==> config.mk <==
export PLATFORM = sky130hd
export DESIGN_NAME = ltc_top
export DESIGN_NICKNAME = d
export VERILOG_FILES = /design/src/ltc_pkg.sv /design/src/ltc_tim_if.sv /design/src/ltc_timing_gen.sv /design/src/ltc_top.sv
export SDC_FILE = /design/constraint.sdc
export NUM_CORES = 1
export LEC_CHECK = 0
export ABC_CLOCK_PERIOD_IN_PS = 32100
export BUFFER_PORTS_ARGS = -buffer_cell sky130_fd_sc_hd__buf_2
export CORE_MARGIN = 5
export CORE_UTILIZATION = 65
export DETAILED_ROUTE_END_ITERATION = 10
export PLACE_DENSITY = 0.92
export SYNTH_ARGS = -nofsm -noshare
export SYNTH_HDL_FRONTEND = slang
export SYNTH_SLANG_ARGS = --single-unit
==> constraint.sdc <==
create_clock -name core_clk -period 32.1 [get_ports core_clk]
set_input_delay 6.42 -clock core_clk [delete_from_list [all_inputs] [get_ports core_clk]]
set_output_delay 6.42 -clock core_clk [all_outputs]
set_load 0.1 [all_outputs]
==> src/ltc_pkg.sv <==
// Register map, field layout and reset values of the display timing block.
package ltc_pkg;
  localparam int LTC_ADDR_W = 12;
  localparam int LTC_NUM_LAYERS = 2;
  localparam logic [11:0] LTC_OFS_SYNC = 12'h008;
  localparam logic [11:0] LTC_OFS_PORCH = 12'h00C;
  localparam logic [11:0] LTC_OFS_ACTIVE = 12'h010;
  localparam logic [11:0] LTC_OFS_TOTAL = 12'h014;
  localparam logic [11:0] LTC_OFS_GLOBAL = 12'h018;
  localparam logic [11:0] LTC_OFS_RELOAD = 12'h024;
  localparam logic [11:0] LTC_OFS_IRQ_EN = 12'h034;
  localparam logic [11:0] LTC_OFS_IRQ_STAT = 12'h038;
  localparam logic [11:0] LTC_OFS_IRQ_CLR = 12'h03C;
  localparam logic [11:0] LTC_OFS_LINE_POS = 12'h040;
  localparam logic [11:0] LTC_OFS_SCAN_POS = 12'h044;
  localparam logic [11:0] LTC_OFS_LAYER_BASE = 12'h084;
  localparam logic [11:0] LTC_OFS_LAYER_STRIDE = 12'h080;
  // Horizontal fields sit at 27:16, vertical fields at 10:0.
  localparam int LTC_H_LSB = 16;
  localparam int LTC_H_W = 12;
  localparam int LTC_V_LSB = 0;
  localparam int LTC_V_W = 11;
  localparam int LTC_GCR_HSYNC_POLARITY_BIT = 31;
  localparam int LTC_GCR_VSYNC_POLARITY_BIT = 30;
  localparam int LTC_GCR_DATA_ENABLE_POLARITY_BIT = 29;
  localparam int LTC_GCR_PCPOL_BIT = 28;
  localparam int LTC_GCR_DITHER_BIT = 16;
  localparam int LTC_GCR_EN_BIT = 0;
  localparam logic [2:0] LTC_DITHER_W = 3'h2;
  localparam int LTC_RELOAD_IMM_BIT = 0;
  localparam int LTC_RELOAD_BLANK_BIT = 1;
  // Event bit positions shared by enable, status and clear registers.
  localparam int LTC_EV_LINE = 0;
  localparam int LTC_EV_UNDERRUN = 1;
  localparam int LTC_EV_BUSERR = 2;
  localparam int LTC_EV_RELOAD = 3;
  localparam logic [3:0] LTC_EV_GROUP_A = 4'h9;
  localparam logic [3:0] LTC_EV_GROUP_B = 4'h6;
  localparam logic [31:0] LTC_RST_ZERO = 32'h0000_0000;
  localparam logic [31:0] LTC_RST_GLOBAL = 32'h0000_2220;
endpackage : ltc_pkg

==> src/ltc_tim_if.sv <==
// Signals between the register side and the scan timing generator.
`timescale 1ns/1ns
`default_nettype none
interface ltc_tim_if;
  logic tick;
  logic enable;
  logic [11:0] hsync_width_field, accum_horiz_back_porch, accum_active_width, totw;
  logic [10:0] vsync_height_field, accum_vert_back_porch, accum_active_height, toth;
  logic [11:0] pixCnt;
  logic [10:0] lineCnt;
  logic lineStart;
  logic hsAct, vsAct, deAct;
  modport gen (
    input tick, enable, hsync_width_field, accum_horiz_back_porch, accum_active_width, totw, vsync_height_field, accum_vert_back_porch, accum_active_height, toth,
    output pixCnt, lineCnt, lineStart, hsAct, vsAct, deAct
  );
  modport ctl (
    output tick, enable, hsync_width_field, accum_horiz_back_porch, accum_active_width, totw, vsync_height_field, accum_vert_back_porch, accum_active_height, toth,
    input pixCnt, lineCnt, lineStart, hsAct, vsAct, deAct
  );
endinterface : ltc_tim_if
`default_nettype wire

==> src/ltc_timing_gen.sv <==
// Pixel and line counters with sync and data enable decoding.
`timescale 1ns/1ns
`default_nettype none
module ltc_timing_gen
  import ltc_pkg::*;
(
  // Clock and reset.
  input wire logic core_clk,
  input wire logic rst,
  // Timing link to the register side.
  ltc_tim_if.gen tim
);
  typedef struct packed {
    logic [11:0] pix;
    logic [10:0] line;
    logic lineStart;
  } ltc_gen_state_t;

  ltc_gen_state_t st_ff, nxt_st;

  always_comb begin
    nxt_st = st_ff;
    nxt_st.lineStart = 1'b0;
    if (!tim.enable) begin
      nxt_st.pix = 12'h000;
      nxt_st.line = 11'h000;
    end else if (tim.tick) begin
      if (st_ff.pix >= tim.totw) begin
        nxt_st.pix = 12'h000;
        nxt_st.lineStart = 1'b1;
        if (st_ff.line >= tim.toth) begin
          nxt_st.line = 11'h000;
        end else begin
          nxt_st.line = st_ff.line + 11'h001;
        end
      end else begin
        nxt_st.pix = st_ff.pix + 12'h001;
      end
    end
  end

  always_ff @(posedge core_clk or posedge rst) begin
    if (rst) begin
      st_ff <= '0;
    end else begin
      st_ff <= nxt_st;
    end
  end

  assign tim.pixCnt = st_ff.pix;
  assign tim.lineCnt = st_ff.line;
  assign tim.lineStart = st_ff.lineStart;
  // Sync pulses span counts 0 to width; back porch then runs to the
  // accumulated porch value, so active pixels begin one count later.
  assign tim.hsAct = tim.enable && (st_ff.pix <= tim.hsync_width_field);
  assign tim.vsAct = tim.enable && (st_ff.line <= tim.vsync_height_field);
  assign tim.deAct = tim.enable && (st_ff.pix > tim.accum_horiz_back_porch) &&
    (st_ff.pix <= tim.accum_active_width) && (st_ff.line > tim.accum_vert_back_porch) &&
    (st_ff.line <= tim.accum_active_height);
endmodule : ltc_timing_gen
`default_nettype wire

==> src/ltc_top.sv <==
// Display timing, event flags, interrupt lines and shadowed layer registers.
//
// The APB interface to the registers answers with no wait states.
`timescale 1ns/1ns
`default_nettype none
module ltc_top
  import ltc_pkg::*;
#(
  parameter int NUM_LAYERS = LTC_NUM_LAYERS
) (
  // Clock and reset.
  input wire logic core_clk,
  input wire logic rst,
  // APB register port.
  input wire logic psel,
  input wire logic penable,
  input wire logic pwrite,
  input wire logic [LTC_ADDR_W-1:0] paddr,
  input wire logic [31:0] pwdata,
  output logic [31:0] prdata,
  output logic pready,
  output logic pslverr,
  // Events from the fetch path.
  input wire logic underrunEvent,
  input wire logic busErrorEvent,
  // Panel pins.
  input wire logic pixClkIn,
  output logic hsyncOut,
  output logic vsyncOut,
  output logic dataEnableOut,
  // Interrupt lines.
  output logic irqScan,
  output logic irqFault,
  // Active settings for the pixel path.
  output logic ditherEnable,
  output logic [NUM_LAYERS*32-1:0] layerActive
);
  typedef struct packed {
    logic [2:0] pcSync;
    logic [11:0] hsync_width_field, accum_horiz_back_porch, accum_active_width, totw;
    logic [10:0] vsync_height_field, accum_vert_back_porch, accum_active_height, toth;
    logic hsync_polarity, vsync_polarity, data_enable_polarity, pcPol;
    logic ditherEn;
    logic ctrlEn;
    logic [10:0] linePos;
    logic [3:0] ier;
    logic [3:0] isr;
    logic immediate_reload_request;
    logic blanking_reload_request;
    logic [NUM_LAYERS-1:0][31:0] shadow;
    logic [NUM_LAYERS-1:0][31:0] active;
    logic [31:0] rdata;
    logic hsOut, vsOut, deOut;
  } ltc_top_state_t;

  ltc_top_state_t st_ff, nxt_st;
  ltc_tim_if tif ();

  logic [31:0] rdMux;
  logic hit;
  logic wrEn;
  logic blankStart;
  logic lineEvent;
  logic [3:0] evSet;
  logic [3:0] evClr;

  ltc_timing_gen u_gen (
    .core_clk (core_clk),
    .rst (rst),
    .tim (tif)
  );

  // A falling edge is used when the panel wants the inverted pixel clock.
  assign tif.tick = st_ff.pcPol ? (!st_ff.pcSync[1] && st_ff.pcSync[2]) :
    (st_ff.pcSync[1] && !st_ff.pcSync[2]);
  assign tif.enable = st_ff.ctrlEn;
  assign tif.hsync_width_field = st_ff.hsync_width_field;
  assign tif.accum_horiz_back_porch = st_ff.accum_horiz_back_porch;
  assign tif.accum_active_width = st_ff.accum_active_width;
  assign tif.totw = st_ff.totw;
  assign tif.vsync_height_field = st_ff.vsync_height_field;
  assign tif.accum_vert_back_porch = st_ff.accum_vert_back_porch;
  assign tif.accum_active_height = st_ff.accum_active_height;
  assign tif.toth = st_ff.toth;

  assign wrEn = psel && penable && pwrite && hit;
  assign blankStart = tif.lineStart &&
    (tif.lineCnt == st_ff.accum_active_height + 11'h001);
  assign lineEvent = tif.lineStart && (tif.lineCnt == st_ff.linePos);

  always_comb begin
    rdMux = LTC_RST_ZERO;
    hit = 1'b1;
    case (paddr)
      LTC_OFS_SYNC: rdMux = {4'h0, st_ff.hsync_width_field, 5'h00, st_ff.vsync_height_field};
      LTC_OFS_PORCH: rdMux = {4'h0, st_ff.accum_horiz_back_porch, 5'h00, st_ff.accum_vert_back_porch};
      LTC_OFS_ACTIVE: rdMux = {4'h0, st_ff.accum_active_width, 5'h00, st_ff.accum_active_height};
      LTC_OFS_TOTAL: rdMux = {4'h0, st_ff.totw, 5'h00, st_ff.toth};
      LTC_OFS_GLOBAL: rdMux = {st_ff.hsync_polarity, st_ff.vsync_polarity, st_ff.data_enable_polarity,
        st_ff.pcPol, 11'h000, st_ff.ditherEn, 1'b0, LTC_DITHER_W, 1'b0,
        LTC_DITHER_W, 1'b0, LTC_DITHER_W, 3'h0, st_ff.ctrlEn};
      LTC_OFS_RELOAD: rdMux = {30'h0000_0000, st_ff.blanking_reload_request, st_ff.immediate_reload_request};
      LTC_OFS_IRQ_EN: rdMux = {28'h000_0000, st_ff.ier};
      LTC_OFS_IRQ_STAT: rdMux = {28'h000_0000, st_ff.isr};
      LTC_OFS_IRQ_CLR: rdMux = LTC_RST_ZERO;
      LTC_OFS_LINE_POS: rdMux = {21'h00_0000, st_ff.linePos};
      LTC_OFS_SCAN_POS: rdMux = {4'h0, tif.pixCnt, 5'h00, tif.lineCnt};
      default: begin
        hit = 1'b0;
        for (int i = 0; i < NUM_LAYERS; i++) begin
          if (paddr == LTC_OFS_LAYER_BASE +
              LTC_ADDR_W'(i) * LTC_OFS_LAYER_STRIDE) begin
            hit = 1'b1;
            rdMux = st_ff.active[i];
          end
        end
      end
    endcase
  end

  always_comb begin
    nxt_st = st_ff;
    evSet = 4'h0;
    evClr = 4'h0;
    // Only the second and third stages feed the edge detector.
    nxt_st.pcSync = {st_ff.pcSync[1:0], pixClkIn};
    nxt_st.hsOut = st_ff.hsync_polarity ? tif.hsAct : !tif.hsAct;
    nxt_st.vsOut = st_ff.vsync_polarity ? tif.vsAct : !tif.vsAct;
    nxt_st.deOut = st_ff.data_enable_polarity ? tif.deAct : !tif.deAct;
    // Read data is caught in the setup phase so it comes from a flop.
    if (psel && !penable && !pwrite) begin
      nxt_st.rdata = rdMux;
    end
    // Immediate reload wins over a blanking reload pending in parallel.
    if (st_ff.immediate_reload_request) begin
      nxt_st.active = st_ff.shadow;
      nxt_st.immediate_reload_request = 1'b0;
    end else if (st_ff.blanking_reload_request && blankStart) begin
      nxt_st.active = st_ff.shadow;
      nxt_st.blanking_reload_request = 1'b0;
      evSet[LTC_EV_RELOAD] = 1'b1;
    end
    evSet[LTC_EV_LINE] = lineEvent;
    evSet[LTC_EV_UNDERRUN] = underrunEvent;
    evSet[LTC_EV_BUSERR] = busErrorEvent;
    if (wrEn) begin
      case (paddr)
        LTC_OFS_SYNC: begin
          nxt_st.hsync_width_field = pwdata[LTC_H_LSB +: LTC_H_W];
          nxt_st.vsync_height_field = pwdata[LTC_V_LSB +: LTC_V_W];
        end
        LTC_OFS_PORCH: begin
          nxt_st.accum_horiz_back_porch = pwdata[LTC_H_LSB +: LTC_H_W];
          nxt_st.accum_vert_back_porch = pwdata[LTC_V_LSB +: LTC_V_W];
        end
        LTC_OFS_ACTIVE: begin
          nxt_st.accum_active_width = pwdata[LTC_H_LSB +: LTC_H_W];
          nxt_st.accum_active_height = pwdata[LTC_V_LSB +: LTC_V_W];
        end
        LTC_OFS_TOTAL: begin
          nxt_st.totw = pwdata[LTC_H_LSB +: LTC_H_W];
          nxt_st.toth = pwdata[LTC_V_LSB +: LTC_V_W];
        end
        LTC_OFS_GLOBAL: begin
          nxt_st.hsync_polarity = pwdata[LTC_GCR_HSYNC_POLARITY_BIT];
          nxt_st.vsync_polarity = pwdata[LTC_GCR_VSYNC_POLARITY_BIT];
          nxt_st.data_enable_polarity = pwdata[LTC_GCR_DATA_ENABLE_POLARITY_BIT];
          nxt_st.pcPol = pwdata[LTC_GCR_PCPOL_BIT];
          nxt_st.ditherEn = pwdata[LTC_GCR_DITHER_BIT];
          nxt_st.ctrlEn = pwdata[LTC_GCR_EN_BIT];
        end
        LTC_OFS_RELOAD: begin
          // A zero write leaves a pending request alone.
          if (pwdata[LTC_RELOAD_IMM_BIT]) begin
            nxt_st.immediate_reload_request = 1'b1;
          end
          if (pwdata[LTC_RELOAD_BLANK_BIT]) begin
            nxt_st.blanking_reload_request = 1'b1;
          end
        end
        LTC_OFS_IRQ_EN: nxt_st.ier = pwdata[3:0];
        LTC_OFS_IRQ_CLR: evClr = pwdata[3:0];
        LTC_OFS_LINE_POS: nxt_st.linePos = pwdata[10:0];
        default: begin
          for (int i = 0; i < NUM_LAYERS; i++) begin
            if (paddr == LTC_OFS_LAYER_BASE +
                LTC_ADDR_W'(i) * LTC_OFS_LAYER_STRIDE) begin
              nxt_st.shadow[i] = pwdata;
            end
          end
        end
      endcase
    end
    // A flag set in the cycle of its clear survives.
    nxt_st.isr = (st_ff.isr & ~evClr) | evSet;
  end

  always_ff @(posedge core_clk or posedge rst) begin
    if (rst) begin
      st_ff <= '0;
    end else begin
      st_ff <= nxt_st;
    end
  end

  assign prdata = st_ff.rdata;
  assign pready = 1'b1;
  assign pslverr = psel && penable && !hit;
  assign hsyncOut = st_ff.hsOut;
  assign vsyncOut = st_ff.vsOut;
  assign dataEnableOut = st_ff.deOut;
  assign irqScan = |(st_ff.isr & st_ff.ier & LTC_EV_GROUP_A);
  assign irqFault = |(st_ff.isr & st_ff.ier & LTC_EV_GROUP_B);
  assign ditherEnable = st_ff.ditherEn;
  assign layerActive = st_ff.active;
endmodule : ltc_top
`default_nettype wire

* Word level (Yosys, flattened, before mapping)
Cells that the tools add are included.
** Cells by class
- Add/sub/neg operators :: 3
- Order comparisons :: 8
- Eq/ne operators :: 17
- Muxes and demuxes :: 31
- Bitwise logic cells :: 5
- Reduce and logical (&&, ||, !) cells :: 40
** Operators with widths (count)
- 32-bit case mux with 11 select lines :: 1
- 64-bit 2-to-1 mux :: 3
- 32-bit 2-to-1 mux :: 4
- 66-bit 2-to-1 mux :: 1
- 12-bit by 6-bit equality test with 1-bit output, second input constant :: 4
- 12-bit by 5-bit equality test with 1-bit output, second input constant :: 3
- 12-bit by 4-bit equality test with 1-bit output, second input constant :: 2
- 12-bit by 7-bit equality test with 1-bit output, second input constant :: 2
- 12-bit less-or-equal comparator :: 2
- 12-bit 2-to-1 mux :: 2
- 24-bit 2-to-1 mux :: 1
- 23-bit 2-to-1 mux :: 1
- 11-bit by 1-bit adder with 11-bit output, second input constant :: 2
- 11-bit equality test :: 2
- 11-bit less-or-equal comparator :: 2
- 1-bit logical AND :: 17
- 2-bit AND reduction :: 8
- 1-bit 2-to-1 mux :: 14
- 12-bit by 1-bit adder with 12-bit output, second input constant :: 1
- 12-bit by 8-bit equality test with 1-bit output, second input constant :: 1
- 12-bit by 9-bit equality test with 1-bit output, second input constant :: 1
- 12-bit greater-or-equal comparator :: 1
- 12-bit > comparator :: 1
- 11-bit greater-or-equal comparator :: 1
- other kinds (15) :: 27
** Storage, ports and cells
- Flip-flop bits (word level) :: 309
- Input bits :: 52

* Logic depth before layout (Yosys ltp)
- Word-level depth :: 9
- Depth in mapped cells :: 10
- Gate-level depth less buffers :: 9

* By module
From an unflattened synthesis, not the netlist that was laid out.
** Unflattened totals
- Cells, all modules :: 1533
- Area total of the unflattened synthesis :: 17337.9 µm²
** Modules (own cells, without submodules)
- ltc_top :: instances 1, cells an instance 1087, area each 13705.6 µm², sequential area each 7131.8 µm²
- ltc_timing_gen :: instances 1, cells an instance 446, area each 3632.2 µm², sequential area each 600.6 µm²

* Worst setup path after synthesis
No wires, ideal clock.
- Path type :: input -> output
- Start point :: in paddr[4]
- End point :: out pslverr
- Data arrival time :: 8234 ps
- Path slack :: 17446 ps
- Cell stages on the path :: 7
- Path buffers :: 1
- Path through :: buf_4 nor2_1 xor2_1 o22ai_1 a221oi_1 nor2_1 and4b_1
** On the way
- Cells in the longest elaborated chain, start to end :: 6
** Ends and longest elaborated chain
- from (decl) :: RTL line ltc_top.sv:18 : input wire logic [LTC_ADDR_W-1:0] paddr,
- 12-bit by 8-bit equality test with 1-bit output :: RTL line ltc_top.sv:111 : if (paddr == LTC_OFS_LAYER_BASE +
- 1-bit 2-to-1 mux (2 in a row) :: RTL line ltc_top.sv:111
- 1-bit 2-to-1 mux * :: RTL line ltc_top.sv:94 : case (paddr)
- 1-bit logical NOT * :: RTL line ltc_top.sv:208 : assign pslverr = psel && penable && !hit;
- 1-bit logical AND * :: RTL line ltc_top.sv:208
- to (decl) :: RTL line ltc_top.sv:22 : output logic pslverr,
Every way passes the cells marked *; elsewhere a longest branch is shown, timed or not.

* Final worst setup path
- Start point :: in paddr[2]
- End point :: out pslverr
Same word-level chain as after synthesis.

==> results.yml <==
critical_path:
  critPathMaxStageDelay_ps: 530
  worstPathMaxFanout: 20
  criticalPathCategory: "primary input to primary output"
  reg2reg_from: "u_gen.tim.lineCnt[9]$_DFFE_PP0P_"
  critPathTopFamily: "simple AND/OR/NAND/NOR gates"
  worst-path-buf-inv: 2
  worst-path-stages: 8
  reg2reg_slack_ps: 28520
  cp_slowest_cell: "buf_2"
  cp_cell_sequence: "buf_2 > or3_1 > or3_1 > o22ai_1 > a221oi_1 > nor2_1 > and4b_1 > buf_2"
  timing.rr.end: "layerActive[53]$_DFFE_PP0P_"
  end_kind: "primary output"
  r2r_cells: 8
  crit_required_ps: 25680
  critPathLaunchType: "primary input"
  arrival_ps: 8880
yosys:
  synth_cell_types: 69
  synthFlopType: "dfrtp_1"
  syn_area_um2: 16900
  ys_seq_area_frac: 0.457
  synth.top_cells.by_area: "dfrtp_1 46%, mux2_2 11%, ha_1 7.0%"
  async_reset_ff_frac: 1.00
  synth_edf_count: 0
  syn_nets: 1715
  synth_top_area_cell: "dfrtp_1"
  synth-warning-count: 0
  synth-seq-cells: 309
  syn_avg_cell_area_um2: 10.8
  netlist_instances: 1568
  yosysTopAreaCellShare: 0.457
layout:
  drive_gt1_frac: 0.263
  finalCoreUtilization: 0.706
  diodes: 0
  fin_cells: 1956
  nNetsFinal: 1744
  area_growth_syn_to_layout_pct: 7.79
timing:
  report.final.slew_viol_count: 0
  finalHoldViolCount: 0
  setup_tns_ps: 0
  finalClockSkew_ps: 25.0
  clock.fmax_ghz: 0.0653
  rsz0062_at_grt: "no"
  slew_headroom: 0.139
  fin_crit_ps: 15300
  finalSetupViolCount: 0
  worstMarginPinSlew_ps: 1290
  min_period_over_period: 0.477
  setup_ws_ps: 16800
global_routing:
  grt_overflow_total: 0
  grt_pass1_wl_um: 77100
  grtUsageTotal: 0.334
  grt_pass1_vias: 13700
  antenna_found_initial: 2
  grt_max_degree: 159
power_and_ir_drop:
  vdd_ir_drop_max_mv: 0.0558
  pwr_density_cell_nw_per_um2: 46.0
  p_leak_nw: 9.22
  power_mw: 0.839
floorplanning:
  die_w_um: 171
  io_pins: 156
  rows: 59
  core_area_um2: 25800
  dieArea_um2: 29300
  die_h_um: 171
  initial_core_util: 0.655
clocking:
  path_clk_slew_ps: 60
  ctsResizeCount: 0
  clock_latency_ps: 580
  htree_levels: 1
  root_buffer: "clkbuf_16"
  cts_hold_buf: 0
  postCtsSetupBuffers: 0
  cts_buffers: 31
  clock_path_buffers: 3
  cts.sinks: 309
  cts_tree: "done"
status:
  status: "finished, final reports clean"
placement:
  port_buffers: 154
  place_hpwl_um: 32800
  place.gp.congestion: 0.960
  preCtsSetupSlack_ps: 16890
  place_inst: 1899
job:
  drv_cap: 0
hold_path:
  whs_endpoint: "nxt_st[284]$_DFF_PP0_"
  hp-class: "flip-flop to flip-flop"
  hold_start: "nxt_st[283]$_DFF_PP0_"
  worst_hold_path.num_cells: 0
route:
  route.detailed.drc: 0
  drtIter0Drc: 1947
  num_vias: 13500
  routedWlPerCell_um: 25.4
  wl_um: 49700
  drtAntennaViolNets: 0
  viasPerCell: 6.91
  firstDrtPassIters: 9
==> worst max-delay path by stage <==
| stage | start | endpoint | slack (ps) |
|---|---|---|---|
| after floorplan | rst | dataEnableOut$_DFF_PP0_ | 17140 |
| after global placement | paddr[2] | pslverr | 16840 |
| after detailed placement | paddr[2] | pslverr | 16890 |
| after CTS | paddr[2] | pslverr | 16870 |
| after global routing | paddr[2] | pslverr | 16700 |
| final | paddr[2] | pslverr | 16800 |
==> sequential cells by signal (all words and copies together) (netlist names), 12 cells and up <==
signal                      flops
layerActive                    64
tif.accum_active_width         12
tif.hsync_width_field          12
st_ff                          90
prdata                         32
tif.totw                       12
u_gen.tim.pixCnt               12
tif.accum_horiz_back_porch     12
==> cells in the mapped netlist, drive strengths merged (3+ instances only) <==
master and n:
o22ai 21, dfrtp 309, a21o 24, a22o 7, xnor2 19, o21ai 75
or2 5, a211oi 6, nor3 16, nor4 4, a22oi 42, a221oi 10
o211ai 5, and3 9, a2111oi 3, a222oi 19, xor2 14, nor2b 18
nand3 28, o32ai 4, o41ai 3, o311ai 7, or3 11, ha 95
a31oi 33, o21a 10, nor2 52, nand2 122, nand4 26, a21oi 34
mux2 199, nand2b 7, mux2i 17, inv 104, and2 5, or4 4
clkbuf 50, buf 124
==> metal layers <==
metal,share of wire,vias up,GRT usage
li1,-,5613,-
met2,0.46,1062,0.541
met3,0.12,289,0.0800
met5,0.00054,-,0
met1,0.36,6547,0.428
met4,0.059,4,0.154
==> placed cells by master, fill, tap and decap left out, types with 11 or more instances in the layout <==
cell,netlist,routed
ha_1,95,95
inv_1,104,103
nand4_1,26,26
mux2_2,168,168
dfrtp_1,309,309
nor2_1,52,50
mux2_4,20,20
nand2_1,121,121
o21ai_0,75,75
a31oi_1,33,33
mux2i_1,17,17
xor2_1,14,14
clkbuf_16,0,31
o22ai_1,21,21
mux2_1,11,11
xnor2_1,19,19
nor3_1,12,11
a22oi_1,42,42
a21oi_1,33,33
buf_4,105,16
a222oi_1,19,19
nand3_1,28,28
buf_2,13,154
a21o_1,24,24
nor2b_1,18,18
or3_1,11,11
==> cell families (layout without fill, tap and decap cells) <==
logic type / after synthesis / in the layout / share of synthesized area
buffers and inverters: 278 / 331 / 0.0874
muxes: 216 / 216 / 0.147
adders and majority gates: 95 / 95 / 0.0703
AOI/OAI and AO/OA: 319 / 319 / 0.129
and+or+nand+nor: 317 / 317 / 0.0919
xor gates and xnor gates: 33 / 33 / 0.0171
DFF: 309 / 309 / 0.457
other: 1 / 1 / 0.000222
==> metrics by stage <==
stage / area (um^2) / hold slack (ps)
finish: 18200 / 350
CTS: 18200 / 350
floorplan: 16900 / 331
global placement: 17200 / 335
detailed placement: 17200 / 336
global route: 18200 / 370
==> worst register-to-register path, cell delays in order (launching register included) <==
cell and delay, ps:
dfrtp_1 590, xnor2_1 420, xnor2_1 170, o32ai_1 90, a311oi_1 310, and4b_1 280
a21oi_4 440, buf_4 660, mux2_2 510
==> power breakdown <==
part | total, mW | internal, mW | leakage [nW] | switching [mW]
Sequential | 0.397 | 0.394 | 4.02 | 0.00307
Clock | 0.374 | 0.219 | 0.515 | 0.155
Combinational | 0.0682 | 0.0111 | 4.69 | 0.0571
Total | 0.839 | 0.624 | 9.22 | 0.215
==> final cells by class <==
type                            instances  area [um^2]
Tap cell                              335          419
Fill cell                            1681         7610
Inverter                              104          398
Multi-Input combinational cell        981         7740
Timing Repair Buffer                  170          891
Clock buffer                           47          906
Sequential cell                       309         7730
Clock inverter                         10          143
No activity file was read; power rests on OpenSTA's default activity.
